--- config.mk ---
export PLATFORM = sky130hd
export DESIGN_NAME = iesr_regs
export DESIGN_NICKNAME = d
export VERILOG_FILES = /design/src/design/iesr_pkg.sv /design/src/design/iesr_regs.sv
export VERILOG_INCLUDE_DIRS = /design/src /design/src/design
export SDC_FILE = /design/constraint.sdc
export NUM_CORES = 1
export LEC_CHECK = 0
export BUFFER_PORTS_ARGS = -buffer_cell sky130_fd_sc_hd__buf_2
export CORE_MARGIN = 1.5
export CORE_UTILIZATION = 41
export CTS_BUF_LIST = sky130_fd_sc_hd__clkbuf_4 sky130_fd_sc_hd__clkbuf_8
export CTS_CLUSTER_DIAMETER = 120
export DETAILED_ROUTE_END_ITERATION = 16
export PLACE_DENSITY = 0.76
export SLEW_MARGIN = 20
export SYNTH_ARGS = -nofsm -noshare
export SYNTH_HDL_FRONTEND = slang
export SYNTH_SLANG_ARGS = --single-unit
--- constraint.sdc ---
create_clock -name I_REF_CLK -period 2 [get_ports I_REF_CLK]
set_clock_uncertainty 0.1 [all_clocks]
set_input_delay 0.1 -clock I_REF_CLK [delete_from_list [all_inputs] [get_ports I_REF_CLK]]
set_output_delay 0.1 -clock I_REF_CLK [all_outputs]
set_load 0.1 [all_outputs]
--- src/design/iesr_defs.svh ---
`ifndef IESR_DEFS_SVH
`define IESR_DEFS_SVH
// standard event bit positions
`define IESR_SE_OPC 0
`define IESR_SE_HW 3
`define IESR_SE_CANT 4
`define IESR_SE_SYN 5
`define IESR_SE_PWR 7
`define IESR_SE_USED 8'hb9
// device event bit positions
`define IESR_DE_SUSP 5
`define IESR_DE_FULL 10
`define IESR_DE_OPER 11
`define IESR_DE_CAL 12
`define IESR_DE_SWP 13
`define IESR_DE_STEP 14
`define IESR_DE_MEAS 15
`define IESR_DE_USED 16'hfff7
`define IESR_DE_GAP 3
`define IESR_DE_ABOVE 0
// bits that follow a level source instead of latching
`define IESR_DE_LEVEL 16'h0c20
// fault log layout
`define IESR_FL_CAL 2
`define IESR_FL_USED 16'hf6ff
// status byte summary bit positions
`define IESR_STB_DEV 3
`define IESR_STB_STD 5
`endif

--- src/design/iesr_pkg.sv ---
package iesr_pkg;
	typedef enum logic [1:0] {
		IESR_OUT_STANDBY,
		IESR_OUT_SUSPEND,
		IESR_OUT_OPERATE
	} iesr_out_state_t;
	typedef enum logic {
		IESR_OPC_IDLE,
		IESR_OPC_ARMED
	} iesr_opc_state_t;
endpackage : iesr_pkg

--- src/design/iesr_regs.sv ---
// Operation
// - operation complete sets bit 0 once no work pends
// - hardware fault sets standard bit 3
// - cannot-run sets bit 4, misspelling bit 5
// - power cycle sets bit 7; others zero
// - standard flags clear on power, clear, read
// - masks clear at power-on or zero write
// - comparator sets device bits 0..2; 3 zero
// - store count reached sets device bit 4
// - bits 5/11 follow suspend/operate state
// - lower/upper limiter trips set bits 6/7
// - external off/trigger set bits 8/9
// - bit 10 follows buffer full
// - calibration/sweep end set, start clears
// - held step done sets bit 14 unless burst
// - measure end sets 15; start/readout clears
// - device flags except 5,10,11 clear on power, clear, read
// - fault log bits 0,1,6 self-test/flash/source
// - lost calibration bit 2, lost params bit 7
// - overload, fan, heat bits 3..5 sticky
// - calc bit 9, range bit 10; 8,11 zero
// - remote command faults set bits 12..15
// - fault log clears only power or clear
// - masked flags ORed into summary bits 3,5
// - flags latch except device bits 5,10,11; host writes only masks
`timescale 1ns/10ps
`default_nettype none
`include "iesr_defs.svh"
module iesr_regs
	import iesr_pkg::*;
(
	input wire logic I_REF_CLK,
	input wire logic I_RESET,
	// command strobes, one cycle, same clock domain
	input wire logic I_OPC_CMD,
	input wire logic I_OPS_PENDING,
	input wire logic I_CLEAR_STATUS,
	input wire logic I_STD_READ,
	input wire logic I_DEV_READ,
	input wire logic I_FAULT_READ,
	input wire logic I_STD_MASK_WR,
	input wire logic [7:0] I_STD_MASK_DATA,
	input wire logic I_DEV_MASK_WR,
	input wire logic [15:0] I_DEV_MASK_DATA,
	// standard event sources, one-cycle pulses
	input wire logic I_HW_FAULT,
	input wire logic I_CANNOT_RUN,
	input wire logic I_SYNTAX_FAULT,
	input wire logic I_POWER_CYCLE,
	// device event sources
	input wire logic I_CMP_ABOVE,
	input wire logic I_CMP_IN_BAND,
	input wire logic I_CMP_UNDER,
	input wire logic I_STORE_COUNT_REACHED,
	input wire logic I_STATE_SUSPEND,
	input wire logic I_STATE_OPERATE,
	input wire logic I_STATE_STANDBY,
	input wire logic I_LIMIT_LOW,
	input wire logic I_LIMIT_HIGH,
	input wire logic I_EXT_OFF_PIN,
	input wire logic I_EXT_TRIG_PIN,
	input wire logic I_BUFFER_FULL,
	input wire logic I_CAL_START,
	input wire logic I_CAL_DONE,
	input wire logic I_SWEEP_START,
	input wire logic I_SWEEP_DONE,
	input wire logic I_STEP_START,
	input wire logic I_STEP_DONE,
	input wire logic I_TRIG_HOLD,
	input wire logic I_BURST_MODE,
	input wire logic I_MEAS_START,
	input wire logic I_MEAS_DONE,
	input wire logic I_MEAS_READOUT,
	// fault log sources, bit per position of the log
	input wire logic [15:0] I_FAULT_SET,
	output logic [7:0] O_STD_FLAGS,
	output logic [15:0] O_DEV_FLAGS,
	output logic [15:0] O_FAULT_LOG,
	output logic [7:0] O_STD_MASK,
	output logic [15:0] O_DEV_MASK,
	output logic O_STB_STD_SUMMARY,
	output logic O_STB_DEV_SUMMARY
);
	// external pins are asynchronous: two stages, then an edge detect
	logic [1:0] sync1;
	logic [1:0] sync2;
	logic [1:0] sync_prev;
	logic [1:0] pin_edge;
	iesr_opc_state_t opc_state;
	iesr_out_state_t out_state;
	logic [7:0] std_set;
	logic [15:0] dev_set;
	logic [15:0] dev_clr;
	logic [7:0] next_std;
	logic [15:0] next_dev;
	logic [15:0] next_fault;
	logic opc_fire;

	always_ff @(posedge I_REF_CLK or posedge I_RESET) begin
		if (I_RESET) begin
			sync1 <= 2'h0;
			sync2 <= 2'h0;
			sync_prev <= 2'h0;
		end else begin
			sync1 <= {I_EXT_TRIG_PIN, I_EXT_OFF_PIN};
			sync2 <= sync1;
			sync_prev <= sync2;
		end
	end
	assign pin_edge = sync2 & ~sync_prev;

	// completion waits until the pending work drains after the command
	always_ff @(posedge I_REF_CLK or posedge I_RESET) begin
		if (I_RESET) begin
			opc_state <= IESR_OPC_IDLE;
		end else begin
			case (opc_state)
				IESR_OPC_IDLE: begin
					if (I_OPC_CMD && I_OPS_PENDING) begin
						opc_state <= IESR_OPC_ARMED;
					end
				end
				IESR_OPC_ARMED: begin
					if (!I_OPS_PENDING || I_CLEAR_STATUS) begin
						opc_state <= IESR_OPC_IDLE;
					end
				end
				default: opc_state <= IESR_OPC_IDLE;
			endcase
		end
	end
	assign opc_fire = (opc_state == IESR_OPC_IDLE && I_OPC_CMD &&
		!I_OPS_PENDING) ||
		(opc_state == IESR_OPC_ARMED && !I_OPS_PENDING);

	always_ff @(posedge I_REF_CLK or posedge I_RESET) begin
		if (I_RESET) begin
			out_state <= IESR_OUT_STANDBY;
		end else if (I_STATE_SUSPEND) begin
			out_state <= IESR_OUT_SUSPEND;
		end else if (I_STATE_OPERATE) begin
			out_state <= IESR_OUT_OPERATE;
		end else if (I_STATE_STANDBY) begin
			out_state <= IESR_OUT_STANDBY;
		end
	end

	always_comb begin
		std_set = 8'h00;
		std_set[`IESR_SE_OPC] = opc_fire;
		std_set[`IESR_SE_HW] = I_HW_FAULT;
		std_set[`IESR_SE_CANT] = I_CANNOT_RUN;
		std_set[`IESR_SE_SYN] = I_SYNTAX_FAULT;
		std_set[`IESR_SE_PWR] = I_POWER_CYCLE;
	end

	always_comb begin
		dev_set = 16'h0000;
		dev_clr = 16'h0000;
		dev_set[2:0] = {I_CMP_UNDER, I_CMP_IN_BAND, I_CMP_ABOVE};
		dev_set[4] = I_STORE_COUNT_REACHED;
		dev_set[7:6] = {I_LIMIT_HIGH, I_LIMIT_LOW};
		dev_set[9:8] = pin_edge;
		dev_set[`IESR_DE_CAL] = I_CAL_DONE;
		dev_clr[`IESR_DE_CAL] = I_CAL_START;
		dev_set[`IESR_DE_SWP] = I_SWEEP_DONE;
		dev_clr[`IESR_DE_SWP] = I_SWEEP_START;
		dev_set[`IESR_DE_STEP] = I_STEP_DONE && I_TRIG_HOLD &&
			!I_BURST_MODE;
		dev_clr[`IESR_DE_STEP] = I_STEP_START || I_SWEEP_START;
		dev_set[`IESR_DE_MEAS] = I_MEAS_DONE;
		dev_clr[`IESR_DE_MEAS] = I_MEAS_START || I_MEAS_READOUT;
	end

	// set beats any clear in the same cycle so no event is lost
	always_comb begin
		next_std = O_STD_FLAGS;
		if (I_CLEAR_STATUS || I_STD_READ) begin
			next_std = 8'h00;
		end
		next_std = (next_std | std_set) & `IESR_SE_USED;
	end

	always_comb begin
		next_dev = O_DEV_FLAGS & ~dev_clr;
		if (I_CLEAR_STATUS || I_DEV_READ) begin
			next_dev = 16'h0000;
		end
		next_dev = (next_dev | dev_set) & `IESR_DE_USED;
		// level-following bits track their source, not latched
		next_dev[`IESR_DE_SUSP] = (out_state == IESR_OUT_SUSPEND);
		next_dev[`IESR_DE_OPER] = (out_state == IESR_OUT_OPERATE);
		next_dev[`IESR_DE_FULL] = I_BUFFER_FULL;
	end

	// a read query never touches the log; I_FAULT_READ is ignored
	always_comb begin
		next_fault = O_FAULT_LOG;
		if (I_CLEAR_STATUS) begin
			next_fault = 16'h0000;
		end
		next_fault = (next_fault | I_FAULT_SET) & `IESR_FL_USED;
	end

	always_ff @(posedge I_REF_CLK or posedge I_RESET) begin
		if (I_RESET) begin
			O_STD_FLAGS <= 8'h00;
			O_DEV_FLAGS <= 16'h0000;
			O_FAULT_LOG <= 16'h0000;
		end else begin
			O_STD_FLAGS <= next_std;
			O_DEV_FLAGS <= next_dev;
			O_FAULT_LOG <= next_fault;
		end
	end

	// writing zero clears the mask, as any write stores its value
	always_ff @(posedge I_REF_CLK or posedge I_RESET) begin
		if (I_RESET) begin
			O_STD_MASK <= 8'h00;
			O_DEV_MASK <= 16'h0000;
		end else begin
			if (I_STD_MASK_WR) begin
				O_STD_MASK <= I_STD_MASK_DATA;
			end
			if (I_DEV_MASK_WR) begin
				O_DEV_MASK <= I_DEV_MASK_DATA;
			end
		end
	end

	// summaries are registered from next values to stay aligned
	always_ff @(posedge I_REF_CLK or posedge I_RESET) begin
		if (I_RESET) begin
			O_STB_STD_SUMMARY <= 1'b0;
			O_STB_DEV_SUMMARY <= 1'b0;
		end else begin
			O_STB_STD_SUMMARY <= |(next_std &
				(I_STD_MASK_WR ? I_STD_MASK_DATA : O_STD_MASK));
			O_STB_DEV_SUMMARY <= |(next_dev &
				(I_DEV_MASK_WR ? I_DEV_MASK_DATA : O_DEV_MASK));
		end
	end

	AST_SUMMARY_STD: assert property (
		@(posedge I_REF_CLK) disable iff (I_RESET)
		O_STB_STD_SUMMARY == |(O_STD_FLAGS & O_STD_MASK))
		else $error("standard summary mismatch");
	AST_SUMMARY_DEV: assert property (
		@(posedge I_REF_CLK) disable iff (I_RESET)
		O_STB_DEV_SUMMARY == |(O_DEV_FLAGS & O_DEV_MASK))
		else $error("device summary mismatch");
	AST_STD_UNUSED: assert property (
		@(posedge I_REF_CLK) disable iff (I_RESET)
		(O_STD_FLAGS & ~`IESR_SE_USED) == 8'h00)
		else $error("unused standard bit set");
	AST_STD_READCLR: assert property (
		@(posedge I_REF_CLK) disable iff (I_RESET)
		I_STD_READ && !I_HW_FAULT && !I_CANNOT_RUN && !I_SYNTAX_FAULT &&
		!I_POWER_CYCLE && !opc_fire |=> O_STD_FLAGS == 8'h00)
		else $error("standard flags not cleared by read");
	AST_SET_WINS: assert property (
		@(posedge I_REF_CLK) disable iff (I_RESET)
		I_HW_FAULT && I_STD_READ |=> O_STD_FLAGS[`IESR_SE_HW])
		else $error("event lost on read clear");
	AST_FAULT_KEEP: assert property (
		@(posedge I_REF_CLK) disable iff (I_RESET)
		!I_CLEAR_STATUS |=> (O_FAULT_LOG & $past(O_FAULT_LOG)) ==
		$past(O_FAULT_LOG))
		else $error("fault log lost a bit without clear");
	AST_FAULT_ZERO: assert property (
		@(posedge I_REF_CLK) disable iff (I_RESET)
		O_FAULT_LOG[8] == 1'b0 && O_FAULT_LOG[11] == 1'b0)
		else $error("fault log reserved bit set");
	AST_STEP_BURST: assert property (
		@(posedge I_REF_CLK) disable iff (I_RESET)
		!O_DEV_FLAGS[`IESR_DE_STEP] && I_BURST_MODE |=>
		!O_DEV_FLAGS[`IESR_DE_STEP])
		else $error("step flag set during burst");
	AST_PIN_TRIG: assert property (
		@(posedge I_REF_CLK) disable iff (I_RESET)
		$rose(sync2[1]) |=> O_DEV_FLAGS[9])
		else $error("external trigger not flagged");
	AST_OPER_FOLLOW: assert property (
		@(posedge I_REF_CLK) disable iff (I_RESET)
		I_STATE_OPERATE && !I_STATE_SUSPEND |=> ##1
		O_DEV_FLAGS[`IESR_DE_OPER] && !O_DEV_FLAGS[`IESR_DE_SUSP])
		else $error("operate flag did not follow state");
	AST_STD_MASK_ZERO: assert property (
		@(posedge I_REF_CLK) disable iff (I_RESET)
		I_STD_MASK_WR && I_STD_MASK_DATA == 8'h00 |=> O_STD_MASK == 8'h00)
		else $error("standard mask not cleared by zero write");
	AST_DEV_MASK_ZERO: assert property (
		@(posedge I_REF_CLK) disable iff (I_RESET)
		I_DEV_MASK_WR && I_DEV_MASK_DATA == 16'h0000 |=>
		O_DEV_MASK == 16'h0000)
		else $error("device mask not cleared by zero write");
	AST_DEV_GAP: assert property (
		@(posedge I_REF_CLK) disable iff (I_RESET)
		O_DEV_FLAGS[`IESR_DE_GAP] == 1'b0)
		else $error("unused device bit set");
	AST_CMP_ABOVE: assert property (
		@(posedge I_REF_CLK) disable iff (I_RESET)
		I_CMP_ABOVE |=> O_DEV_FLAGS[`IESR_DE_ABOVE])
		else $error("above-band result not flagged");
	AST_DEV_READCLR: assert property (
		@(posedge I_REF_CLK) disable iff (I_RESET)
		I_DEV_READ && dev_set == 16'h0000 |=>
		(O_DEV_FLAGS & ~`IESR_DE_LEVEL) == 16'h0000)
		else $error("device flags not cleared by read");
	AST_OPC_DONE: assert property (
		@(posedge I_REF_CLK) disable iff (I_RESET)
		opc_state == IESR_OPC_ARMED && !I_OPS_PENDING |=>
		O_STD_FLAGS[`IESR_SE_OPC])
		else $error("operation complete not flagged after drain");
	AST_FAULT_CLR: assert property (
		@(posedge I_REF_CLK) disable iff (I_RESET)
		I_CLEAR_STATUS && I_FAULT_SET == 16'h0000 |=> O_FAULT_LOG == 16'h0000)
		else $error("fault log not cleared by clear status");
endmodule : iesr_regs
`default_nettype wire

==> metrics, run 1 <==
DRC viols=0; Core Region=5920 sq um; R2R depth=5; worst hold slack=0.0385 ns; static leakage=2.08 nW; Clock transition at path regs=0.06 ns; buffers plus inverters on the worst setup path=2; Rel. slew slack=55.1%; CTS Buf Count=9; Die Span X=81.4 microns; GRT Resource Usage Total=20.6%; register area share after synthesis=68.5%; fraction of registers with async set/reset=100%; Nets=457; largest family of logic cells by synthesized area=compound AO/OA/AOI/OAI gates; post-route ant nets=0; most numerous cell in the Yosys netlist=dfrtp_1; Port Buffers=133; clock sink count=69; Worst EP required=2.10 ns; Crit path depth=7; drt pass-1 iters=4; max-cap viol count=0; Critical Path End Type=flop; DR vias=2,121; CTS max path bufs=2; initial antenna violation count=0; Final WS setup=0.176 ns; Worst Tran Pin Value=0.673 ns; syn avg cell area=14.7 sq um; crit share post-route=91.2%; post-synth top area cell=dfrtp_1; pre-CTS setup slack=0.187 ns; Synth top area share=68.5%; Die Area=6630 sq um; CP peak stage delay=0.54 ns; Post-synth EDFFs=0; unrepaired setup endpoints after global routing=no; type of origin of the critical path=input port; final setup vio count=0; maximum VDD drop=0.568 mV; Reg area=1730 sq um; 1st-iter DRT viols=81; dpl hpwl=4160 microns; Mapped Cells=172; status=finished, final reports clean; post-synthesis adder-cell area fraction=0%; H-tree depth=3; #FFs+latches synth=69; via-per-instance ratio=4.63; Worst Path Class, Setup=input port to flop; Root Driver=clkbuf_8; total wire length=6520 microns; slowest CP cell=dlygate4sd3_1; vias in the first global route=2,205; GRT overflow=0; first-pass GRT wire length=9910 microns; post-synthesis mux area share=11.4%; Synth area leaders=dfrtp_1 (69%), mux2_2 (9.8%), a21o_1 (7.7%), buf_4 (1.8%), a22oi_1 (1.2%); Synth Area in XOR/XNOR=0%; Top-Level Pins=143; Synth Area in Compound Gates=12.7%; CTS tree=yes; fillcell total=427; post-route setup TNS=0 ns; area grow syn2layout=63.1%; synthesized-area fraction occupied by and/or/nand/nor cells=3.57%; Synth cell types=28; Worst Hold Class=input port to flop; Syn Std Cell Area=2520 sq um; max-slew violations=0; Worst path top cell family by delay=compound AO/OA/AOI/OAI gates; footprint of the multi-input gates=721 sq um; Max FO, Critical Path=2; share of layout cells above drive strength 1=47.8%; Commonest cells post-synth=dfrtp_1 (69), a21o_1 (26), mux2_2 (22); DIE HEIGHT=81.4 microns; placer congestion estimate=0.746; ys flop type=dfrtp_1; CP cell instances=dlygate4sd3_1 -> buf_2 -> mux2_4 -> a22o_1 -> a221o_1 -> a2111oi_2 -> nand4_1; wire length per cell=14.2 microns; Site Rows=28; Hold Path Cell Cnt=3; worst path arrival time=1.92 ns; post-cts sizing count=0; final hold violation count=0; yosys warns=0; diode count=0; worst skew pair latency=0.33 ns; Post-CTS Setup Inserts=0; Max Clk Rate=548 MHz; Power Density=960 nW/um^2; Tmin final=1.82 ns; largest net degree at the start of global routing=33; Util after Layout=69.4%; initial core utilization=42.6%
-- metrics by stage --
stage	cell area (sq um)	cells	power, mW
final	4110	458	3.94
after global routing	4110	458	4.09
after CTS	4110	458	3.97
after detailed placement	3270	380	2.75
after global placement	3270	380	2.74
after floorplan	2550	177	2.53
-- final cells by class --
class | count | share of cell area (%)
inverter | 6 | 0.639
timing repair buffer | 202 | 32.7
clock inverter | 2 | 0.853
multi-input combinational | 92 | 17.5
clock buffer | 12 | 3.87
sequential | 69 | 42.1
tap | 75 | 2.28
-- worst min-delay path: cells and delay by family --
kind,cells,cell delay (ns)
AND/OR/NAND/NOR,1,0.08
AO/OA/AOI/OAI,1,0.11
buffers and inverters,1,0.10
-- power breakdown --
group	internal, mW	switching (mW)
clock	0.643	0.474
sequential	1.50	0.0504
combinational	0.297	0.977
-- what timing repair did --
item | in CTS | in global routing
hold buffers | 64 | 0
endpoints found under the hold margin | 89 | 0
endpoints found under the setup margin | 0 | 0
-- layout by cell type, fill, tap and decap left out, drive strengths merged --
cell and count:
dfrtp 69, nor2b 3, bufinv 1, mux2 24, a21oi 1, dlygate4sd3 64
o21ai 4, nor3 1, nor2 6, nand4 1, clkbuf 12, clkinv 1
inv 5, a222oi 1, buf 138, nand3 1, a22o 2, a31o 2
a2111oi 1, nand3b 1, conb 6, a22oi 4, clkinvlp 1, a221o 1
and2 1, mux2i 1, a21o 26, nand2 5
-- metal layers --
layer  part of all wire, %  up-vias  GRT usage [%]
met1                    39     1004           22.0
li1                      -     1011              -
met5                     0        -              0
met3                   6.4       15           6.97
met2                    52       91           36.2
met4                   2.5        0           10.2
-- state kept, by name (all words and copies together), names as in the netlist --
name,count
O_DEV_MASK,16
O_DEV_FLAGS,15
O_FAULT_LOG,14
O_STD_MASK,8
O_STD_FLAGS,5
out_state,2
sync1,2
sync2,2
sync_prev,2
O_STB_DEV_SUMMARY,1
O_STB_STD_SUMMARY,1
opc_state,1
-- final timing paths --
check / to / start / slack (ns)
worst max register to register: O_STB_DEV_SUMMARY / O_DEV_MASK[11] / 0.18
max in group asynchronous: O_FAULT_LOG[5] / I_RESET / 0.84
worst min register to register: sync2[0] / sync1[0] / 0.25
min in group asynchronous: O_DEV_FLAGS[5] / I_RESET / 0.32
worst min-delay path: O_STD_FLAGS[0] / I_OPC_CMD / 0.04
worst max-delay path: O_STB_DEV_SUMMARY / I_DEV_MASK_DATA[5] / 0.18
-- logic make-up (layout without fill, tap and decap cells) --
| family | count (synthesis) | in the layout |
|---|---|---|
| DFF | 69 | 69 |
| AOI/OAI and AO/OA | 42 | 42 |
| muxes | 25 | 25 |
| and+or+nand+nor | 19 | 19 |
| buffers and inverters | 16 | 222 |
| other | 1 | 6 |
Power figures use the tool's default switching activity.
==> run 2: changes to the inputs <==
--- a/config.mk
+++ b/config.mk
@@ -8,11 +8,12 @@
 export LEC_CHECK = 0
 export BUFFER_PORTS_ARGS = -buffer_cell sky130_fd_sc_hd__buf_2
 export CORE_MARGIN = 1.5
-export CORE_UTILIZATION = 41
+export CORE_UTILIZATION = 49
 export CTS_BUF_LIST = sky130_fd_sc_hd__clkbuf_4 sky130_fd_sc_hd__clkbuf_8
 export CTS_CLUSTER_DIAMETER = 120
 export DETAILED_ROUTE_END_ITERATION = 16
-export PLACE_DENSITY = 0.76
+export PLACE_DENSITY = 0.86
+export SETUP_SLACK_MARGIN = 0.3
 export SLEW_MARGIN = 20
 export SYNTH_ARGS = -nofsm -noshare
 export SYNTH_HDL_FRONTEND = slang
==> constraint.sdc (replaced) <==
create_clock -name I_REF_CLK -period 2.3 [get_ports I_REF_CLK]
set_clock_uncertainty 0.1 [all_clocks]
set_input_delay 0.115 -clock I_REF_CLK [delete_from_list [all_inputs] [get_ports I_REF_CLK]]
set_output_delay 0.115 -clock I_REF_CLK [all_outputs]
set_load 0.1 [all_outputs]
==> run 2 against run 1 <==
Non-clock buffer count decreased by 5. Clock power decreased by 17%. Sequential cell count unchanged. Utilization increased by 14 points. Sequential share of layout area increased by 0.50 points. Routed wire length increased by 6.7%. Largest cell class unchanged. Combinational power decreased by 13%. Cell count decreased by 2.4%. Via count increased by 0.85%. Die area decreased by 16%. Sequential power decreased by 13%. Critical path type unchanged.
==> metrics, run 2 (synthesis gave the netlist of run 1 again) <==
most frequent cells in the layout=buf_2 (133), dfrtp_1 (67), dlygate4sd3_1 (61) (was buf_2 (133), dfrtp_1 (66), dlygate4sd3_1 (64)); GRT overflow=0 (unchanged); largest registers=O_DEV_MASK: 16 flops, O_DEV_FLAGS: 15 flops, O_FAULT_LOG: 14 flops (unchanged); Worst Setup SP=I_DEV_MASK_DATA[5] (unchanged); Die Span X=74.7 microns (was 81.4 microns); max-cap viol count=0 (unchanged); DR vias=2,139 (was 2,121); Worst Hold Class=input port to flop (unchanged); footprint of the multi-input gates=721 sq um (unchanged); share of layout cells above drive strength 1=47.9% (was 47.8%); largest net degree at the start of global routing=46 (was 33); post-route setup TNS=0 ns (unchanged); via-per-instance ratio=4.79 (was 4.63); wire length per cell=15.6 microns (was 14.2 microns); Final WS setup=0.430 ns (was 0.176 ns); Placed Area=3260 sq um (was 3270 sq um); crit share post-route=81.3%; worst path arrival time=1.96 ns (was 1.92 ns); Nets=452 (was 457); Core Region=4850 sq um (was 5920 sq um); Tmin final=1.87 ns; final setup vio count=0 (unchanged); unrepaired setup endpoints after global routing=no (unchanged); Worst R2R Start=O_DEV_MASK[11] (unchanged); Root Driver=clkbuf_8 (unchanged); drt pass-1 iters=5 (was 4); Max FO, Critical Path=2 (unchanged); Port Buffers=133 (unchanged); final hold violation count=0 (unchanged); max FFs per register=16 (unchanged); placer congestion estimate=0.789 (was 0.746); Util after Layout=83.7% (was 69.4%); GRT Resource Usage Total=26.4% (was 20.6%); pre-CTS setup slack=0.448 ns (was 0.187 ns); Die Area=5580 sq um (was 6630 sq um); Worst Path Class, Setup=input port to flop (unchanged); status=finished, final reports clean (unchanged); Post-CTS Setup Inserts=0 (unchanged); Power Density=836 nW/um^2 (was 960 nW/um^2); clock sink count=69 (unchanged); R2R depth=5 (unchanged); Top-Level Pins=143 (unchanged); worst skew pair latency=0.33 ns (about the same); DIE HEIGHT=74.7 microns (was 81.4 microns); diode count=0 (unchanged); DRC viols=0 (unchanged); Reg area=1730 sq um (about the same); 1st-iter DRT viols=110 (was 81); total wire length=6960 microns (was 6520 microns); initial antenna violation count=0 (unchanged); H-tree depth=3 (unchanged); fillcell total=263 (was 427); final instance area=4060 sq um (was 4110 sq um); CTS tree=yes (unchanged); FF-to-FF setup slack=0.46 ns (was 0.18 ns); max-slew violations=0 (unchanged); Worst Tran Pin Value=0.599 ns (was 0.673 ns); Rel. slew slack=60.0% (was 55.1%); CTS max path bufs=2 (unchanged); dpl hpwl=4170 microns (was 4160 microns); CTS Buf Count=9 (unchanged); Biggest register=O_DEV_MASK (unchanged); first-pass GRT wire length=10,600 microns (was 9910 microns); Hold Startpoint=I_TRIG_HOLD (was I_OPC_CMD); Clock transition at path regs=0.07 ns (was 0.06 ns); Final Total Pwr=3.39 mW (was 3.94 mW); commonest non-fill, non-tap cell in the layout=buf_2 (unchanged); Hold Path Cell Cnt=3 (unchanged); static leakage=2.06 nW (was 2.08 nW); Critical Path End Type=flop (unchanged); vias in the first global route=2,323 (was 2,205); initial core utilization=52.0% (was 42.6%); Site Rows=25 (was 28); post-route ant nets=0 (unchanged); type of origin of the critical path=input port (unchanged); Max Clk Rate=535 MHz; maximum VDD drop=0.617 mV (was 0.568 mV); area grow syn2layout=61.0% (was 63.1%); Worst EP required=2.39 ns (was 2.10 ns)
[run 2: cell types whose count changed in the layout (fill, tap and decap cells not counted)]
cell and delta:
buf_12 +1, dlygate4sd3_1 -3, bufinv_16 -1, dfrtp_2 -1, buf_4 -3, dfrtp_1 +1, clkbuf_4 +3
[run 2: layout make-up]
type	count	area share (%)
Tap cell	67	2.07
Multi-Input combinational cell	92	17.8
Inverter	6	0.648
Sequential cell	69	42.6
Clock inverter	1	0.123
Clock buffer	15	4.47
Timing Repair Buffer	197	32.3
[run 2: what timing repair did]
item,4_1_cts,5_1_grt
hold buffers,61,0
gates resized for setup,0,0
hold endpoints to repair,84,0
[run 2: through the flow]
stage | instances | hold slack, ns
2_1_floorplan | 177 | 0.0464
3_3_place_gp | 370 | 0.0946
3_5_place_dp | 370 | 0.111
4_1_cts | 447 | 0.00237
5_1_grt | 447 | 0.00715
6_report | 447 | 0.00995
[run 2: path summary, 6_finish.rpt]
check                                     to
max                        O_STB_DEV_SUMMARY
max in group asynchronous      O_DEV_MASK[7]
max reg2reg                O_STB_DEV_SUMMARY
min reg2reg                         sync2[1]
min                          O_DEV_FLAGS[14]
min in group asynchronous    O_FAULT_LOG[10]
[run 2: routing by layer]
metal / track usage, % / share of wire, % / wire length [microns] / up-vias
met1: 27.9 / 37 / 2590 / 1030
met2: 49.2 / 55 / 3800 / 97
li1: - / - / - / 1002
met3: 9.10 / 6.6 / 458 / 10
met4: 8.69 / 1.6 / 110 / 0
met5: 0 / 0 / 0 / -
[run 2: report_power, final]
group          internal, mW  switching (mW)
registers              1.31          0.0467
logic                 0.256           0.853
clock network         0.499           0.430
total                  2.06            1.33
[run 2: critical path: stages]
cell           delay (ns)
dlygate4sd3_1        0.55
buf_2                0.13
mux2_4               0.26
a22o_1               0.20
a221o_1              0.27
a2111oi_2            0.32
nand4_1              0.12
==> run 3: changes to the inputs <==
--- a/config.mk
+++ b/config.mk
@@ -8,11 +8,11 @@
 export LEC_CHECK = 0
 export BUFFER_PORTS_ARGS = -buffer_cell sky130_fd_sc_hd__buf_2
 export CORE_MARGIN = 1.5
-export CORE_UTILIZATION = 49
+export CORE_UTILIZATION = 45
 export CTS_BUF_LIST = sky130_fd_sc_hd__clkbuf_4 sky130_fd_sc_hd__clkbuf_8
 export CTS_CLUSTER_DIAMETER = 120
 export DETAILED_ROUTE_END_ITERATION = 16
-export PLACE_DENSITY = 0.86
+export PLACE_DENSITY = 0.8
 export SETUP_SLACK_MARGIN = 0.3
 export SLEW_MARGIN = 20
 export SYNTH_ARGS = -nofsm -noshare
==> constraint.sdc (replaced) <==
create_clock -name I_REF_CLK -period 1.8 [get_ports I_REF_CLK]
set_clock_uncertainty 0.1 [all_clocks]
set_input_delay 0.09 -clock I_REF_CLK [delete_from_list [all_inputs] [get_ports I_REF_CLK]]
set_output_delay 0.09 -clock I_REF_CLK [all_outputs]
set_load 0.1 [all_outputs]
==> run 3 against run 2 <==
Count of clock-buffer cells in the layout did not move. Sequential share of layout area decreased by 0.43 points. Combinational power up 30%. Largest cell class unchanged. Non-clock buffer count is 3 higher. The flow now finishes with violations (hold timing). Worst setup slack lost 0.36 ns. Global-route usage shrank 2.6 points. Sequential power grew 28%. Utilization shrank 8.1 points. Highest routed layer unchanged. Critical path type is now flop to flop. Register-to-register slack got worse by 0.39 ns. Die area grew 8.5%. Total power is 28% higher. Via count rose by 0.56%. Critical endpoint unchanged.
==> metrics, run 3 (synthesis gave the netlist of run 1 again) <==
Port Buffers=133 (unchanged); via-per-instance ratio=4.73 (was 4.79); max-cap viol count=0 (unchanged); Worst EP required=1.89 ns (was 2.39 ns); first-pass GRT wire length=10,900 microns (was 10,600 microns); drt pass-1 iters=4 (was 5); worst hold slack=-0.0666 ns (was 0.00995 ns); Worst Path Class, Setup=flop to flop (was input port to flop); GRT Resource Usage Total=23.8% (was 26.4%); Power Density=1050 nW/um^2 (was 836 nW/um^2); Max FO, Critical Path=2 (unchanged); status=finished with violations (was finished, final reports clean); final instance area=4110 sq um (was 4060 sq um); area grow syn2layout=63.3% (was 61.0%); FF-to-FF setup slack=0.07 ns (was 0.46 ns); Root Driver=clkbuf_8 (unchanged); Reg area=1740 sq um (was 1730 sq um); 1st-iter DRT viols=135 (was 110); Worst Tran Pin Value=0.509 ns (was 0.599 ns); worst r2r dst=O_STB_DEV_SUMMARY (unchanged); max-slew violations=0 (unchanged); Rel. slew slack=66.0% (was 60.0%); H-tree depth=3 (unchanged); dpl hpwl=3960 microns (was 4170 microns); total wire length=6800 microns (was 6960 microns); Hold Startpoint=I_DEV_MASK_DATA[12] (was I_TRIG_HOLD); initial antenna violation count=0 (unchanged); maximum VDD drop=0.592 mV (was 0.617 mV); Tmin final=1.73 ns; diode count=0 (unchanged); footprint of the multi-input gates=733 sq um (was 721 sq um); Die Area=6060 sq um (was 5580 sq um); Worst Hold Class=input port to flop (unchanged); R2R depth=5 (unchanged); final hold violation count=1 (was 0); DIE HEIGHT=77.8 microns (was 74.7 microns); crit share post-route=96.2%; CTS max path bufs=2 (unchanged); failing checks=hold timing; Worst R2R Start=O_DEV_MASK[11] (unchanged); DRC viols=0 (unchanged); wire length per cell=14.9 microns (was 15.6 microns); clock sink count=69 (unchanged); Max Clk Rate=578 MHz; Placed Area=3280 sq um (was 3260 sq um); max FFs per register=16 (unchanged); largest registers=O_DEV_MASK: 16 flops, O_DEV_FLAGS: 15 flops, O_FAULT_LOG: 14 flops (unchanged); Clock transition at path regs=0.07 ns (about the same); commonest non-fill, non-tap cell in the layout=buf_2 (unchanged); CTS Buf Count=9 (unchanged); hold buffer count at cts=62 (was 61); final setup vio count=0 (unchanged); Hold Path Cell Cnt=2 (was 3); Critical Path End Type=flop (unchanged); vias in the first global route=2,277 (was 2,323); static leakage=2.08 nW (was 2.06 nW); Top-Level Pins=143 (unchanged); CTS tree=yes (unchanged); fillcell total=356 (was 263); Nets=455 (was 452); post-route ant nets=0 (unchanged); Biggest register=O_DEV_MASK (unchanged); worst skew pair latency=0.32 ns (was 0.33 ns); GRT overflow=0 (unchanged); sink of the worst hold path=O_DEV_MASK[12] (was O_DEV_FLAGS[14]); Die Span X=77.8 microns (was 74.7 microns); Site Rows=27 (was 25); placer congestion estimate=0.760 (was 0.789); worst path arrival time=1.82 ns (was 1.96 ns); most frequent cells in the layout=buf_2 (133), dfrtp_1 (62), dlygate4sd3_1 (62) (was buf_2 (133), dfrtp_1 (67), dlygate4sd3_1 (61)); DR vias=2,151 (was 2,139); largest net degree at the start of global routing=58 (was 46); initial core utilization=46.3% (was 52.0%); Final Total Pwr=4.34 mW (was 3.39 mW); unrepaired setup endpoints after global routing=yes (was no); Core Region=5440 sq um (was 4850 sq um); share of layout cells above drive strength 1=49.3% (was 47.9%); type of origin of the critical path=flop (was input port)
==> run 3: how the worst max path moves through the flow <==
stage                         startpoint                 to  depth (start not counted)
after floorplan           O_DEV_MASK[12]  O_STB_DEV_SUMMARY                          4
after global placement    O_DEV_MASK[11]  O_STB_DEV_SUMMARY                          5
after detailed placement  O_DEV_MASK[11]  O_STB_DEV_SUMMARY                          5
after CTS                 O_DEV_MASK[11]  O_STB_DEV_SUMMARY                          5
after global routing      O_DEV_MASK[11]  O_STB_DEV_SUMMARY                          5
final                     O_DEV_MASK[11]  O_STB_DEV_SUMMARY                          5
==> run 3: metal layers <==
metal / vias up / track usage, % / share of wire (%) / wire length, microns
li1: 1004 / - / - / -
met1: 1053 / 26.3 / 37 / 2540
met2: 84 / 44.1 / 56 / 3780
met3: 10 / 4.71 / 5.4 / 370
met4: 0 / 10.2 / 1.6 / 110
met5: - / 0 / 0 / 0
==> run 3: repair_timing <==
action,in CTS,in global routing
setup buffers,0,1
endpoints found under the hold margin,129,1
gates resized for setup,0,1
gates cloned,0,0
setup endpoints to repair,1,2
pin swaps,1,1
==> run 3: worst max-delay path: stages, from the launching register on <==
cell       delay [ns]
dfrtp_2          0.41
mux2_4           0.27
a22o_1           0.21
a221o_1          0.30
a2111oi_4        0.20
nand4_1          0.12
==> run 3: area by class of cell <==
cell class	count	share of cell area, %
Clock buffer	15	4.56
Clock inverter	1	0.122
Inverter	6	0.639
Multi-Input combinational cell	92	17.8
Sequential cell	69	42.2
Tap cell	72	2.19
Timing Repair Buffer	200	32.5
==> run 3: stage by stage <==
step	setup TNS [ns]	setup WS (ns)	hold WS, ns	util (%)	cells
after floorplan	-0.280	-0.280	0.0214	-	177
after global placement	-0.00985	-0.00985	-0.0322	60.3	376
after detailed placement	-0.0206	-0.0206	-0.0277	60.3	376
after CTS	0	0.0424	-0.0873	75.3	454
after global routing	-0.00339	-0.00339	-0.0849	75.6	455
final	0	0.0688	-0.0666	75.6	455
==> run 3: power by group <==
group	internal (mW)	switching, mW
Clock	0.659	0.513
Combinational	0.342	1.10
Sequential	1.67	0.0571
Total	2.67	1.67
